## config.mk

```make
export PLATFORM = sky130hd
export DESIGN_NAME = mrsu_top
export DESIGN_NICKNAME = d
export VERILOG_FILES = /design/src/mrsu_pkg.sv /design/src/mrsu_top.sv
export VERILOG_INCLUDE_DIRS = /design/src
export SDC_FILE = /design/constraint.sdc
export NUM_CORES = 2
export LEC_CHECK = 0
export BUFFER_PORTS_ARGS = -buffer_cell sky130_fd_sc_hd__buf_2
export CAP_MARGIN = 20
export CELL_PAD_IN_SITES_DETAIL_PLACEMENT = 2
export CELL_PAD_IN_SITES_GLOBAL_PLACEMENT = 2
export CORE_UTILIZATION = 32
export CTS_CLUSTER_SIZE = 24
export DETAILED_ROUTE_END_ITERATION = 7
export PLACE_DENSITY_LB_ADDON = 0.1
export SETUP_SLACK_MARGIN = 0.15
export SLEW_MARGIN = 20
export SYNTH_ARGS = -nofsm -noshare
export SYNTH_HDL_FRONTEND = slang
export SYNTH_SLANG_ARGS = --single-unit
```

## constraint.sdc

```tcl
create_clock -name REF_CLK_IN -period 11.2 [get_ports REF_CLK_IN]
set_clock_uncertainty 0.2 [all_clocks]
set_input_delay 2.24 -clock REF_CLK_IN [delete_from_list [all_inputs] [get_ports REF_CLK_IN]]
set_output_delay 2.24 -clock REF_CLK_IN [all_outputs]
set_load 0.01 [all_outputs]
```

## src/mrsu_map.svh

```systemverilog
// Constants of the multi-register store unit: encodings, fields, offsets.
// Assumes little-endian bit numbering in the instruction word (bit 31 = msb).
`ifndef MRSU_MAP_SVH
`define MRSU_MAP_SVH
// ------------------------------------------------------------
// Instruction fields
// ------------------------------------------------------------
`define MRSU_F_OPC 31:26
`define MRSU_F_SRC 25:21
`define MRSU_F_BASE 20:16
`define MRSU_F_IDX 15:11
`define MRSU_F_BCNT 15:11
`define MRSU_F_D 15:0
`define MRSU_F_SDISP 15:2
`define MRSU_SRC_ODD_BIT 21
`define MRSU_D_SIGN 15
`define MRSU_F_SUB 1:0
`define MRSU_F_XO 10:1
`define MRSU_OP_STM 6'h2f
`define MRSU_OP_STQ 6'h3e
`define MRSU_OP_X 6'h1f
`define MRSU_OP_STW 6'h24
`define MRSU_STQ_SUB 2'h2
`define MRSU_XO_STSI 10'h2d5
`define MRSU_XO_STSX 10'h295
// ------------------------------------------------------------
// Counts and steps
// ------------------------------------------------------------
`define MRSU_NREGS 8'h20
`define MRSU_NB_ZERO 8'h20
`define MRSU_QUAD_BEATS 8'h02
`define MRSU_ONE 8'h01
`define MRSU_LAST_BYTE 2'h3
`define MRSU_STEP_B 64'h1
`define MRSU_STEP_W 64'h4
`define MRSU_STEP_D 64'h8
// ------------------------------------------------------------
// Register map and reset values
// ------------------------------------------------------------
`define MRSU_OFF_CTRL 12'h000
`define MRSU_OFF_STAT 12'h004
`define MRSU_OFF_MASK 12'h008
`define MRSU_OFF_CNT 12'h00c
`define MRSU_CTRL_RST 1'h1
`define MRSU_MASK_RST 3'h0
`define MRSU_BUSY_BIT 8
`endif

```

## src/mrsu_pkg.sv

```systemverilog
// Types of the multi-register store unit.
// Assumes mrsu_map.svh is included where the constants are needed.
package mrsu_pkg;
  // Sequencer states
  typedef enum logic [2:0] {
    S_IDLE = 3'b000,
    S_BASE = 3'b001,
    S_INDEX = 3'b010,
    S_SRC = 3'b011,
    S_MEM = 3'b100,
    S_FIN = 3'b101
  } mrsu_state_t;
  // Decoded instruction kinds
  typedef enum logic [2:0] {
    K_NONE = 3'b000,
    K_STM = 3'b001,
    K_STQ = 3'b010,
    K_STSI = 3'b011,
    K_STSX = 3'b100,
    K_STW = 3'b101
  } mrsu_kind_t;
  // Memory beat sizes
  typedef enum logic [1:0] {
    SZ_BYTE = 2'b00,
    SZ_WORD = 2'b10,
    SZ_DWORD = 2'b11
  } mrsu_size_t;
endpackage

```

## src/mrsu_top.sv

```systemverilog
// Multi-register store unit: decodes store-multiple, quad, string and
// word stores, forms the address and walks the register file.
// Assumes a register file read that answers GPR_RADDR_OUT in the same
// cycle, a memory port that holds a beat until MEM_READY_IN, and APB.
//
// Notes on behaviour
// - Opcode 47 selects store-multiple-word
// - Store words from source_reg through register 31
// - Address is base plus sign-extended displacement
// - Unaligned multiple-word address gives undefined result
// - Exception and condition registers left untouched
// - Opcode 62 sub 2 stores register pair
// - Quad displacement is field times four
// - Odd source_reg in quad store is invalid
// - Quad store traps on 32-bit implementation
// - Opcode 31 extended 725 is immediate string
// - Immediate string address is base or zero
// - Byte count zero means thirty-two bytes
// - Bytes go leftmost first through consecutive registers
// - Extended 661 takes count from exception register
// - Indexed string address is base plus index
// - Legacy string stores leave multiply-quotient undefined
// - Opcode 36 selects single-word store
//
// Implementation choices: the register offsets and the APB register port.
`timescale 1ns/100ps
`include "mrsu_map.svh"
module mrsu_top import mrsu_pkg::*; #(
  parameter bit IS_64BIT = 1'b1
) (
  // Clock and reset
  input wire logic REF_CLK_IN,
  input wire logic RESET_IN,
  // Instruction issue
  input wire logic INSN_VALID_IN,
  input wire logic [31:0] INSN_IN,
  output logic INSN_READY_OUT,
  output logic DONE_OUT,
  output logic TRAP_OUT,
  // Register file and exception register
  output logic [4:0] GPR_RADDR_OUT,
  input wire logic [63:0] GPR_RDATA_IN,
  input wire logic [6:0] EXC_COUNT_IN,
  output logic EXC_WE_OUT,
  output logic CR0_WE_OUT,
  output logic MULQ_WE_OUT,
  // Memory store port
  output logic MEM_REQ_OUT,
  output logic [63:0] MEM_ADDR_OUT,
  output logic [63:0] MEM_WDATA_OUT,
  output logic [1:0] MEM_SIZE_OUT,
  input wire logic MEM_READY_IN,
  // APB slave and interrupt
  input wire logic PSEL_IN,
  input wire logic PENABLE_IN,
  input wire logic PWRITE_IN,
  input wire logic [11:0] PADDR_IN,
  input wire logic [31:0] PWDATA_IN,
  output logic PREADY_OUT,
  output logic [31:0] PRDATA_OUT,
  output logic PSLVERR_OUT,
  output logic IRQ_OUT
);

  // ------------------------------------------------------------
  // Decode helpers
  // ------------------------------------------------------------
  // Shared by the sequencer and the checks
  function automatic mrsu_kind_t decode(input logic [31:0] w);
    decode = K_NONE;
    case (w[`MRSU_F_OPC])
      `MRSU_OP_STM: decode = K_STM;
      `MRSU_OP_STW: decode = K_STW;
      `MRSU_OP_STQ: begin
        if (w[`MRSU_F_SUB] == `MRSU_STQ_SUB) decode = K_STQ;
      end
      `MRSU_OP_X: begin
        if (w[`MRSU_F_XO] == `MRSU_XO_STSI) decode = K_STSI;
        else if (w[`MRSU_F_XO] == `MRSU_XO_STSX) decode = K_STSX;
      end
      default: decode = K_NONE;
    endcase
  endfunction

  // Leftmost byte of the low word comes first
  function automatic logic [7:0] pick_byte(input logic [31:0] w, input logic [1:0] i);
    case (i)
      2'h0: pick_byte = w[31:24];
      2'h1: pick_byte = w[23:16];
      2'h2: pick_byte = w[15:8];
      default: pick_byte = w[7:0];
    endcase
  endfunction

  // ------------------------------------------------------------
  // State
  // ------------------------------------------------------------
  mrsu_state_t state_q;
  mrsu_kind_t kind_q;
  logic ready_q, done_q, trap_q, unal_q, arch_we_q;
  logic [4:0] raddr_q, base_sel_q, src_sel_q, idx_sel_q, reg_q;
  logic [7:0] cnt_q;
  logic [1:0] bidx_q;
  logic [31:0] src_q;
  logic [63:0] disp_q;
  logic mreq_q;
  logic [63:0] maddr_q, mwdata_q;
  mrsu_size_t msize_q;
  logic ctrl_en_q;
  logic [2:0] stat_q, mask_q;
  logic [31:0] retired_q;
  logic pready_q, pslverr_q, irq_q;
  logic [31:0] prdata_q;

  logic acc;
  logic [63:0] base_v;
  mrsu_kind_t acc_kind;
  assign acc = INSN_VALID_IN & ready_q;
  assign acc_kind = decode(INSN_IN);
  // Register 0 as a base means the value zero, not its contents
  assign base_v = (base_sel_q == 5'h00) ? 64'h0 : GPR_RDATA_IN;

  // ------------------------------------------------------------
  // Sequencer
  // ------------------------------------------------------------
  // One beat per word or per register of a quad pair, one beat per string byte
  always_ff @(posedge REF_CLK_IN or posedge RESET_IN) begin
    if (RESET_IN) begin
      state_q <= S_IDLE;
      kind_q <= K_NONE;
      ready_q <= 1'b0;
      done_q <= 1'b0;
      trap_q <= 1'b0;
      unal_q <= 1'b0;
      raddr_q <= 5'h00;
      base_sel_q <= 5'h00;
      src_sel_q <= 5'h00;
      idx_sel_q <= 5'h00;
      reg_q <= 5'h00;
      cnt_q <= 8'h00;
      bidx_q <= 2'h0;
      src_q <= 32'h0;
      disp_q <= 64'h0;
      mreq_q <= 1'b0;
      maddr_q <= 64'h0;
      mwdata_q <= 64'h0;
      msize_q <= SZ_BYTE;
    end else begin
      done_q <= 1'b0;
      trap_q <= 1'b0;
      unal_q <= 1'b0;
      case (state_q)
        S_IDLE: begin
          ready_q <= ctrl_en_q;
          if (acc) begin
            kind_q <= acc_kind;
            src_sel_q <= INSN_IN[`MRSU_F_SRC];
            base_sel_q <= INSN_IN[`MRSU_F_BASE];
            idx_sel_q <= INSN_IN[`MRSU_F_IDX];
            // Odd pair or a 32-bit core refuses the quad store
            if (acc_kind == K_NONE || (acc_kind == K_STQ &&
                (!IS_64BIT || INSN_IN[`MRSU_SRC_ODD_BIT]))) begin
              trap_q <= 1'b1;
            end else begin
              ready_q <= 1'b0;
              raddr_q <= INSN_IN[`MRSU_F_BASE];
              state_q <= S_BASE;
              disp_q <= {{48{INSN_IN[`MRSU_D_SIGN]}}, INSN_IN[`MRSU_F_D]};
              case (acc_kind)
                K_STM: cnt_q <= `MRSU_NREGS - {3'h0, INSN_IN[`MRSU_F_SRC]};
                K_STQ: begin
                  cnt_q <= `MRSU_QUAD_BEATS;
                  disp_q <= {{48{INSN_IN[`MRSU_D_SIGN]}}, INSN_IN[`MRSU_F_SDISP], 2'h0};
                end
                K_STSI: begin
                  disp_q <= 64'h0;
                  cnt_q <= (INSN_IN[`MRSU_F_BCNT] == 5'h00) ? `MRSU_NB_ZERO :
                           {3'h0, INSN_IN[`MRSU_F_BCNT]};
                end
                K_STSX: cnt_q <= {1'b0, EXC_COUNT_IN};
                default: cnt_q <= `MRSU_ONE;
              endcase
            end
          end
        end
        S_BASE: begin
          if (kind_q == K_STSX) begin
            maddr_q <= base_v;
            raddr_q <= idx_sel_q;
            state_q <= S_INDEX;
          end else begin
            maddr_q <= base_v + disp_q;
            raddr_q <= src_sel_q;
            reg_q <= src_sel_q;
            state_q <= S_SRC;
            // Misaligned multiple-word store is flagged, data still goes out
            unal_q <= (kind_q == K_STM) && ((base_v[1:0] + disp_q[1:0]) != 2'h0);
          end
        end
        S_INDEX: begin
          maddr_q <= maddr_q + GPR_RDATA_IN;
          raddr_q <= src_sel_q;
          reg_q <= src_sel_q;
          state_q <= (cnt_q == 8'h00) ? S_FIN : S_SRC;
        end
        S_SRC: begin
          src_q <= GPR_RDATA_IN[31:0];
          bidx_q <= 2'h0;
          mreq_q <= 1'b1;
          state_q <= S_MEM;
          case (kind_q)
            K_STQ: begin
              msize_q <= SZ_DWORD;
              mwdata_q <= GPR_RDATA_IN;
            end
            K_STSI, K_STSX: begin
              msize_q <= SZ_BYTE;
              mwdata_q <= {56'h0, GPR_RDATA_IN[31:24]};
            end
            default: begin
              msize_q <= SZ_WORD;
              mwdata_q <= {32'h0, GPR_RDATA_IN[31:0]};
            end
          endcase
        end
        S_MEM: begin
          if (MEM_READY_IN) begin
            mreq_q <= 1'b0;
            cnt_q <= cnt_q - `MRSU_ONE;
            case (msize_q)
              SZ_DWORD: maddr_q <= maddr_q + `MRSU_STEP_D;
              SZ_WORD: maddr_q <= maddr_q + `MRSU_STEP_W;
              default: maddr_q <= maddr_q + `MRSU_STEP_B;
            endcase
            if (cnt_q == `MRSU_ONE) begin
              state_q <= S_FIN;
            end else if (msize_q == SZ_BYTE && bidx_q != `MRSU_LAST_BYTE) begin
              // Next byte of the same register, no new read needed
              bidx_q <= bidx_q + 2'h1;
              mreq_q <= 1'b1;
              mwdata_q <= {56'h0, pick_byte(src_q, bidx_q + 2'h1)};
            end else begin
              // Register numbers wrap from 31 to 0 for strings
              reg_q <= reg_q + 5'h01;
              raddr_q <= reg_q + 5'h01;
              state_q <= S_SRC;
            end
          end
        end
        S_FIN: begin
          done_q <= 1'b1;
          ready_q <= ctrl_en_q;
          state_q <= S_IDLE;
        end
        default: state_q <= S_IDLE;
      endcase
    end
  end

  // ------------------------------------------------------------
  // Architected side effects
  // ------------------------------------------------------------
  // None of these stores writes exception, condition or quotient state;
  // the quotient register is simply left as it was, a legal undefined.
  always_ff @(posedge REF_CLK_IN or posedge RESET_IN) begin
    if (RESET_IN) arch_we_q <= 1'b0;
    else arch_we_q <= 1'b0;
  end

  // ------------------------------------------------------------
  // APB registers
  // ------------------------------------------------------------
  logic apb_wr, apb_setup, w1c_hit;
  assign apb_setup = PSEL_IN & ~PENABLE_IN;
  assign apb_wr = PSEL_IN & PENABLE_IN & pready_q & PWRITE_IN;
  assign w1c_hit = apb_wr && (PADDR_IN == `MRSU_OFF_STAT);

  // Answer one cycle after setup; read data captured at setup
  always_ff @(posedge REF_CLK_IN or posedge RESET_IN) begin
    if (RESET_IN) begin
      pready_q <= 1'b0;
      pslverr_q <= 1'b0;
      prdata_q <= 32'h0;
    end else begin
      pready_q <= apb_setup;
      if (apb_setup) begin
        pslverr_q <= 1'b0;
        case (PADDR_IN)
          `MRSU_OFF_CTRL: prdata_q <= {31'h0, ctrl_en_q};
          `MRSU_OFF_STAT: prdata_q <= {23'h0, (state_q != S_IDLE), 5'h0, stat_q};
          `MRSU_OFF_MASK: prdata_q <= {29'h0, mask_q};
          `MRSU_OFF_CNT: prdata_q <= retired_q;
          default: begin
            prdata_q <= 32'h0;
            pslverr_q <= 1'b1;
          end
        endcase
      end
    end
  end

  // Control and mask writes
  always_ff @(posedge REF_CLK_IN or posedge RESET_IN) begin
    if (RESET_IN) begin
      ctrl_en_q <= `MRSU_CTRL_RST;
      mask_q <= `MRSU_MASK_RST;
    end else if (apb_wr) begin
      if (PADDR_IN == `MRSU_OFF_CTRL) ctrl_en_q <= PWDATA_IN[0];
      if (PADDR_IN == `MRSU_OFF_MASK) mask_q <= PWDATA_IN[2:0];
    end
  end

  // Sticky events; a new event beats a same-cycle clear
  always_ff @(posedge REF_CLK_IN or posedge RESET_IN) begin
    if (RESET_IN) begin
      stat_q <= 3'h0;
      irq_q <= 1'b0;
      retired_q <= 32'h0;
    end else begin
      stat_q <= (stat_q & ~(w1c_hit ? PWDATA_IN[2:0] : 3'h0)) | {unal_q, trap_q, done_q};
      irq_q <= |(stat_q & mask_q);
      if (done_q) retired_q <= retired_q + 32'h1;
    end
  end

  // ------------------------------------------------------------
  // Outputs
  // ------------------------------------------------------------
  assign INSN_READY_OUT = ready_q;
  assign DONE_OUT = done_q;
  assign TRAP_OUT = trap_q;
  assign GPR_RADDR_OUT = raddr_q;
  assign EXC_WE_OUT = arch_we_q;
  assign CR0_WE_OUT = arch_we_q;
  assign MULQ_WE_OUT = arch_we_q;
  assign MEM_REQ_OUT = mreq_q;
  assign MEM_ADDR_OUT = maddr_q;
  assign MEM_WDATA_OUT = mwdata_q;
  assign MEM_SIZE_OUT = msize_q;
  assign PREADY_OUT = pready_q;
  assign PRDATA_OUT = prdata_q;
  assign PSLVERR_OUT = pslverr_q;
  assign IRQ_OUT = irq_q;
endmodule // mrsu_top

```

==> results by group <==
Placed design
  • Hpwl dp: between 80 and 90 mm
  • # port buffers: approximately 300
  • Placed cell count: 3935
  • GPL Wtd Cong: 0.890
  • Place WS: around 4400 ps

Critical path
  • Critical path class: input port to flop
  • Crit-path max FO: 6
  • Crit. End Element: flop
  • CP arrival: 6500 ps
  • WP data required: ~11000 ps
  • CP Launch Type: input port

STA
  • Setup ws final: between 4000 and 5000 ps
  • Endpoints failing setup: 0
  • Setup TNS: 0 ps
  • RSZ-0062 raised after global routing: false
  • Max Slew Vio Count: 0
  • Worst slew pin tran: 1240 ps
  • Hold Fails Final Rpt: 0
  • Final period util: between 50% and 60%
  • Minimum clock period: about 6300 ps
  • Fmax: ~0.16 GHz
  • Slew HR: 16.6%

Route
  • Remaining antenna violation count: 0
  • Final WL: between 100 and 150 mm
  • Detailed Routing Iterations Pass 1: 7
  • Vias per inst: a little under 6
  • DR WL/cell: ~26 µm
  • Residual DRC: 0
  • Initial DRC Count: between 1k and 1.5k
  • Vias after detailed routing: about 23k

GRT
  • Antenna violations before repair: 7
  • First-pass GRT wire length: around 160 mm
  • Grt total ovfl: 0
  • Total GRT Usage: 28.5%
  • Pin count of the biggest net entering global routing: between 100 and 150
  • Vias in the first global route: between 20k and 30k

Cells and area
  • Syn-to-layout area delta: 16.4%
  • Share of cells above drive strength 1: approximately 16%
  • Filler cell count: ~8.2k
  • Fin util: a little under two fifths
  • Nets@finish: 3322
  • Non-Filler Instances: 4010

Power and ir drop
  • LEAKAGE: ~12 nW
  • Peak supply drop: 0.133 mV
  • Power Dens Cells: around 190 mW/mm²

Clock tree
  • Post-CTS Hold Buffers: 0
  • Clock tree buffer depth: 3
  • Post-CTS Resized: 0
  • Root Buffer: clkbuf_16
  • Clock transition at path regs: 60 ps
  • Later-pin clock latency in the skew report: just under 600 ps
  • Clk sinks: 298
  • CTS tree: done
  • CTS buffer count: 40
  • Setup bufs post-CTS: 0
  • # H-tree levels: 2

Floorplan
  • Initial Util: between 30% and 40%
  • Total die area: between 0.07 and 0.08 mm²
  • Row Count: a little under 100
  • I/O pin total: roughly 330
  • Die X-Extent: roughly 270 µm
  • Core region area: slightly above 0.07 mm²
  • Die Y: around 270 µm

Worst hold path
  • Min-delay worst type: flop to flop

Synth
  • Async set-reset flop share out of synthesis: between 90% and 100%
  • EDFF count, synth: 0
  • Mapped Area: 0.0231 mm²
  • Synth Warn #: 0
  • Mean post-synth cell area: roughly 8.2 µm²
  • Yosys cell types: 89
  • Sequential fraction of the synthesis area: between 30 and 40%
  • Cells after Synth: about 2.8k
  • Flops & latches, synth: just under 300
  • Top_reg_cell synth: dfrtp_1

Outcome
  • Run status: finished clean

Job
  • Max-cap violation count: 0
## routing by layer
metal | vias up | global-route usage (%) | share of wire [%]
met5 | - | 0 | 0
met4 | 0 | 7.05 | 2.3
met3 | 112 | 3.75 | 4.2
met2 | 478 | 47.1 | 47
met1 | 12100 | 39.0 | 47
li1 | 10700 | - | -
## layout by cell type, fill, tap and decap left out, drive strengths merged, types with 46 or more instances in the layout
cell type / count
a21o: 79
a21oi: 237
a22o: 89
and2: 80
buf: 325
clkbuf: 49
dfrtp: 297
ha: 139
inv: 92
mux2: 46
nand2: 355
nand3: 67
nand4: 55
nor2: 191
nor3: 58
o21ai: 259
xnor2: 104
xor2: 57
## synthesized netlist by cell type (all sizes together), types with 46 or more instances
master	instances	area share, %
nor2	191	3.1
nand2	355	5.8
a21oi	237	5.2
xnor2	104	3.9
a21o	79	2.6
nand3	67	1.5
inv	89	1.4
a22o	89	3.4
xor2	57	2.2
mux2	46	2.2
and2	80	2.2
nand4	55	1.6
o21ai	259	5.7
ha	139	7.5
clkbuf	129	2.1
nor3	58	1.4
dfrtp	297	32
## cell families after synthesis
| family | count (synthesis) | share of synthesized area, % |
|---|---|---|
| AO/OA/AOI/OAI | 956 | 27.1 |
| XOR/XNOR | 161 | 6.11 |
| adder cells (fa/ha/maj) | 141 | 7.71 |
| buffers and inverters | 236 | 3.95 |
| flip-flops | 298 | 32.3 |
| multiplexers | 74 | 3.51 |
| other | 1 | 0.0163 |
| AND/OR/NAND/NOR | 938 | 19.3 |
## worst paths after layout
check	from	endpoint	slack, ps	depth (start not counted)
worst max-delay path	GPR_RDATA_IN[0]	MEM_ADDR_OUT[60]	4940	14
min in group asynchronous	RESET_IN	cnt_q[5]	1570	2
worst max register to register	base_sel_q[1]	MEM_ADDR_OUT[56]	5840	18
worst min register to register	PRDATA_OUT[1]	PRDATA_OUT[1]	270	2
max in group asynchronous	RESET_IN	MEM_ADDR_OUT[7]	7290	4
worst min-delay path	PRDATA_OUT[1]	PRDATA_OUT[1]	270	2
## layout make-up
type | instances | area, µm² | share of cell area, %
diodes | 6 | 15.0 | 0.0559
multi-input cells | 2273 | 14800 | 55.0
clock inverters | 20 | 262 | 0.973
inverters | 89 | 342 | 1.27
flip-flops and latches | 298 | 7460 | 27.8
clock buffers | 49 | 1090 | 4.07
repair buffers | 325 | 1720 | 6.40
well taps | 950 | 1190 | 4.42
## through the flow
stage	instance area [µm²]	total power, mW	hold WS [ps]
floorplan	23100	2.86	204
global placement	25500	3.66	261
detailed placement	25500	3.75	252
CTS	26800	5.15	276
global route	26900	5.42	294
finish	26900	5.12	273
## sequential cells by signal, indices dropped and copies added (netlist names), 2 cells and up
signal	cells
MEM_WDATA_OUT	64
stat_q	3
cnt_q	8
base_sel_q	5
MEM_SIZE_OUT	2
src_q	32
state_q	3
bidx_q	2
src_sel_q	5
idx_sel_q	5
disp_q	16
reg_q	5
MEM_ADDR_OUT	64
mask_q	3
retired_q	32
GPR_RADDR_OUT	5
kind_q	3
PRDATA_OUT	32
## power by group
part	leakage (nW)	switching [mW]	internal [mW]
sequential	3.90	0.300	1.22
combinational	7.89	1.44	0.806
clock	0.664	0.567	0.795
## worst max-delay path, cell delays in order
cell	delay, ps
buf_2	140
ha_1	200
fa_1	230
a21oi_1	130
o21ai_0	440
a2bb2oi_1	250
a2111oi_2	670
o21ai_2	330
o41ai_4	510
a31oi_2	340
o31ai_4	410
a21oi_1	160
mux2i_1	300
o211ai_1	140
No activity file was read; power rests on OpenSTA's default activity.
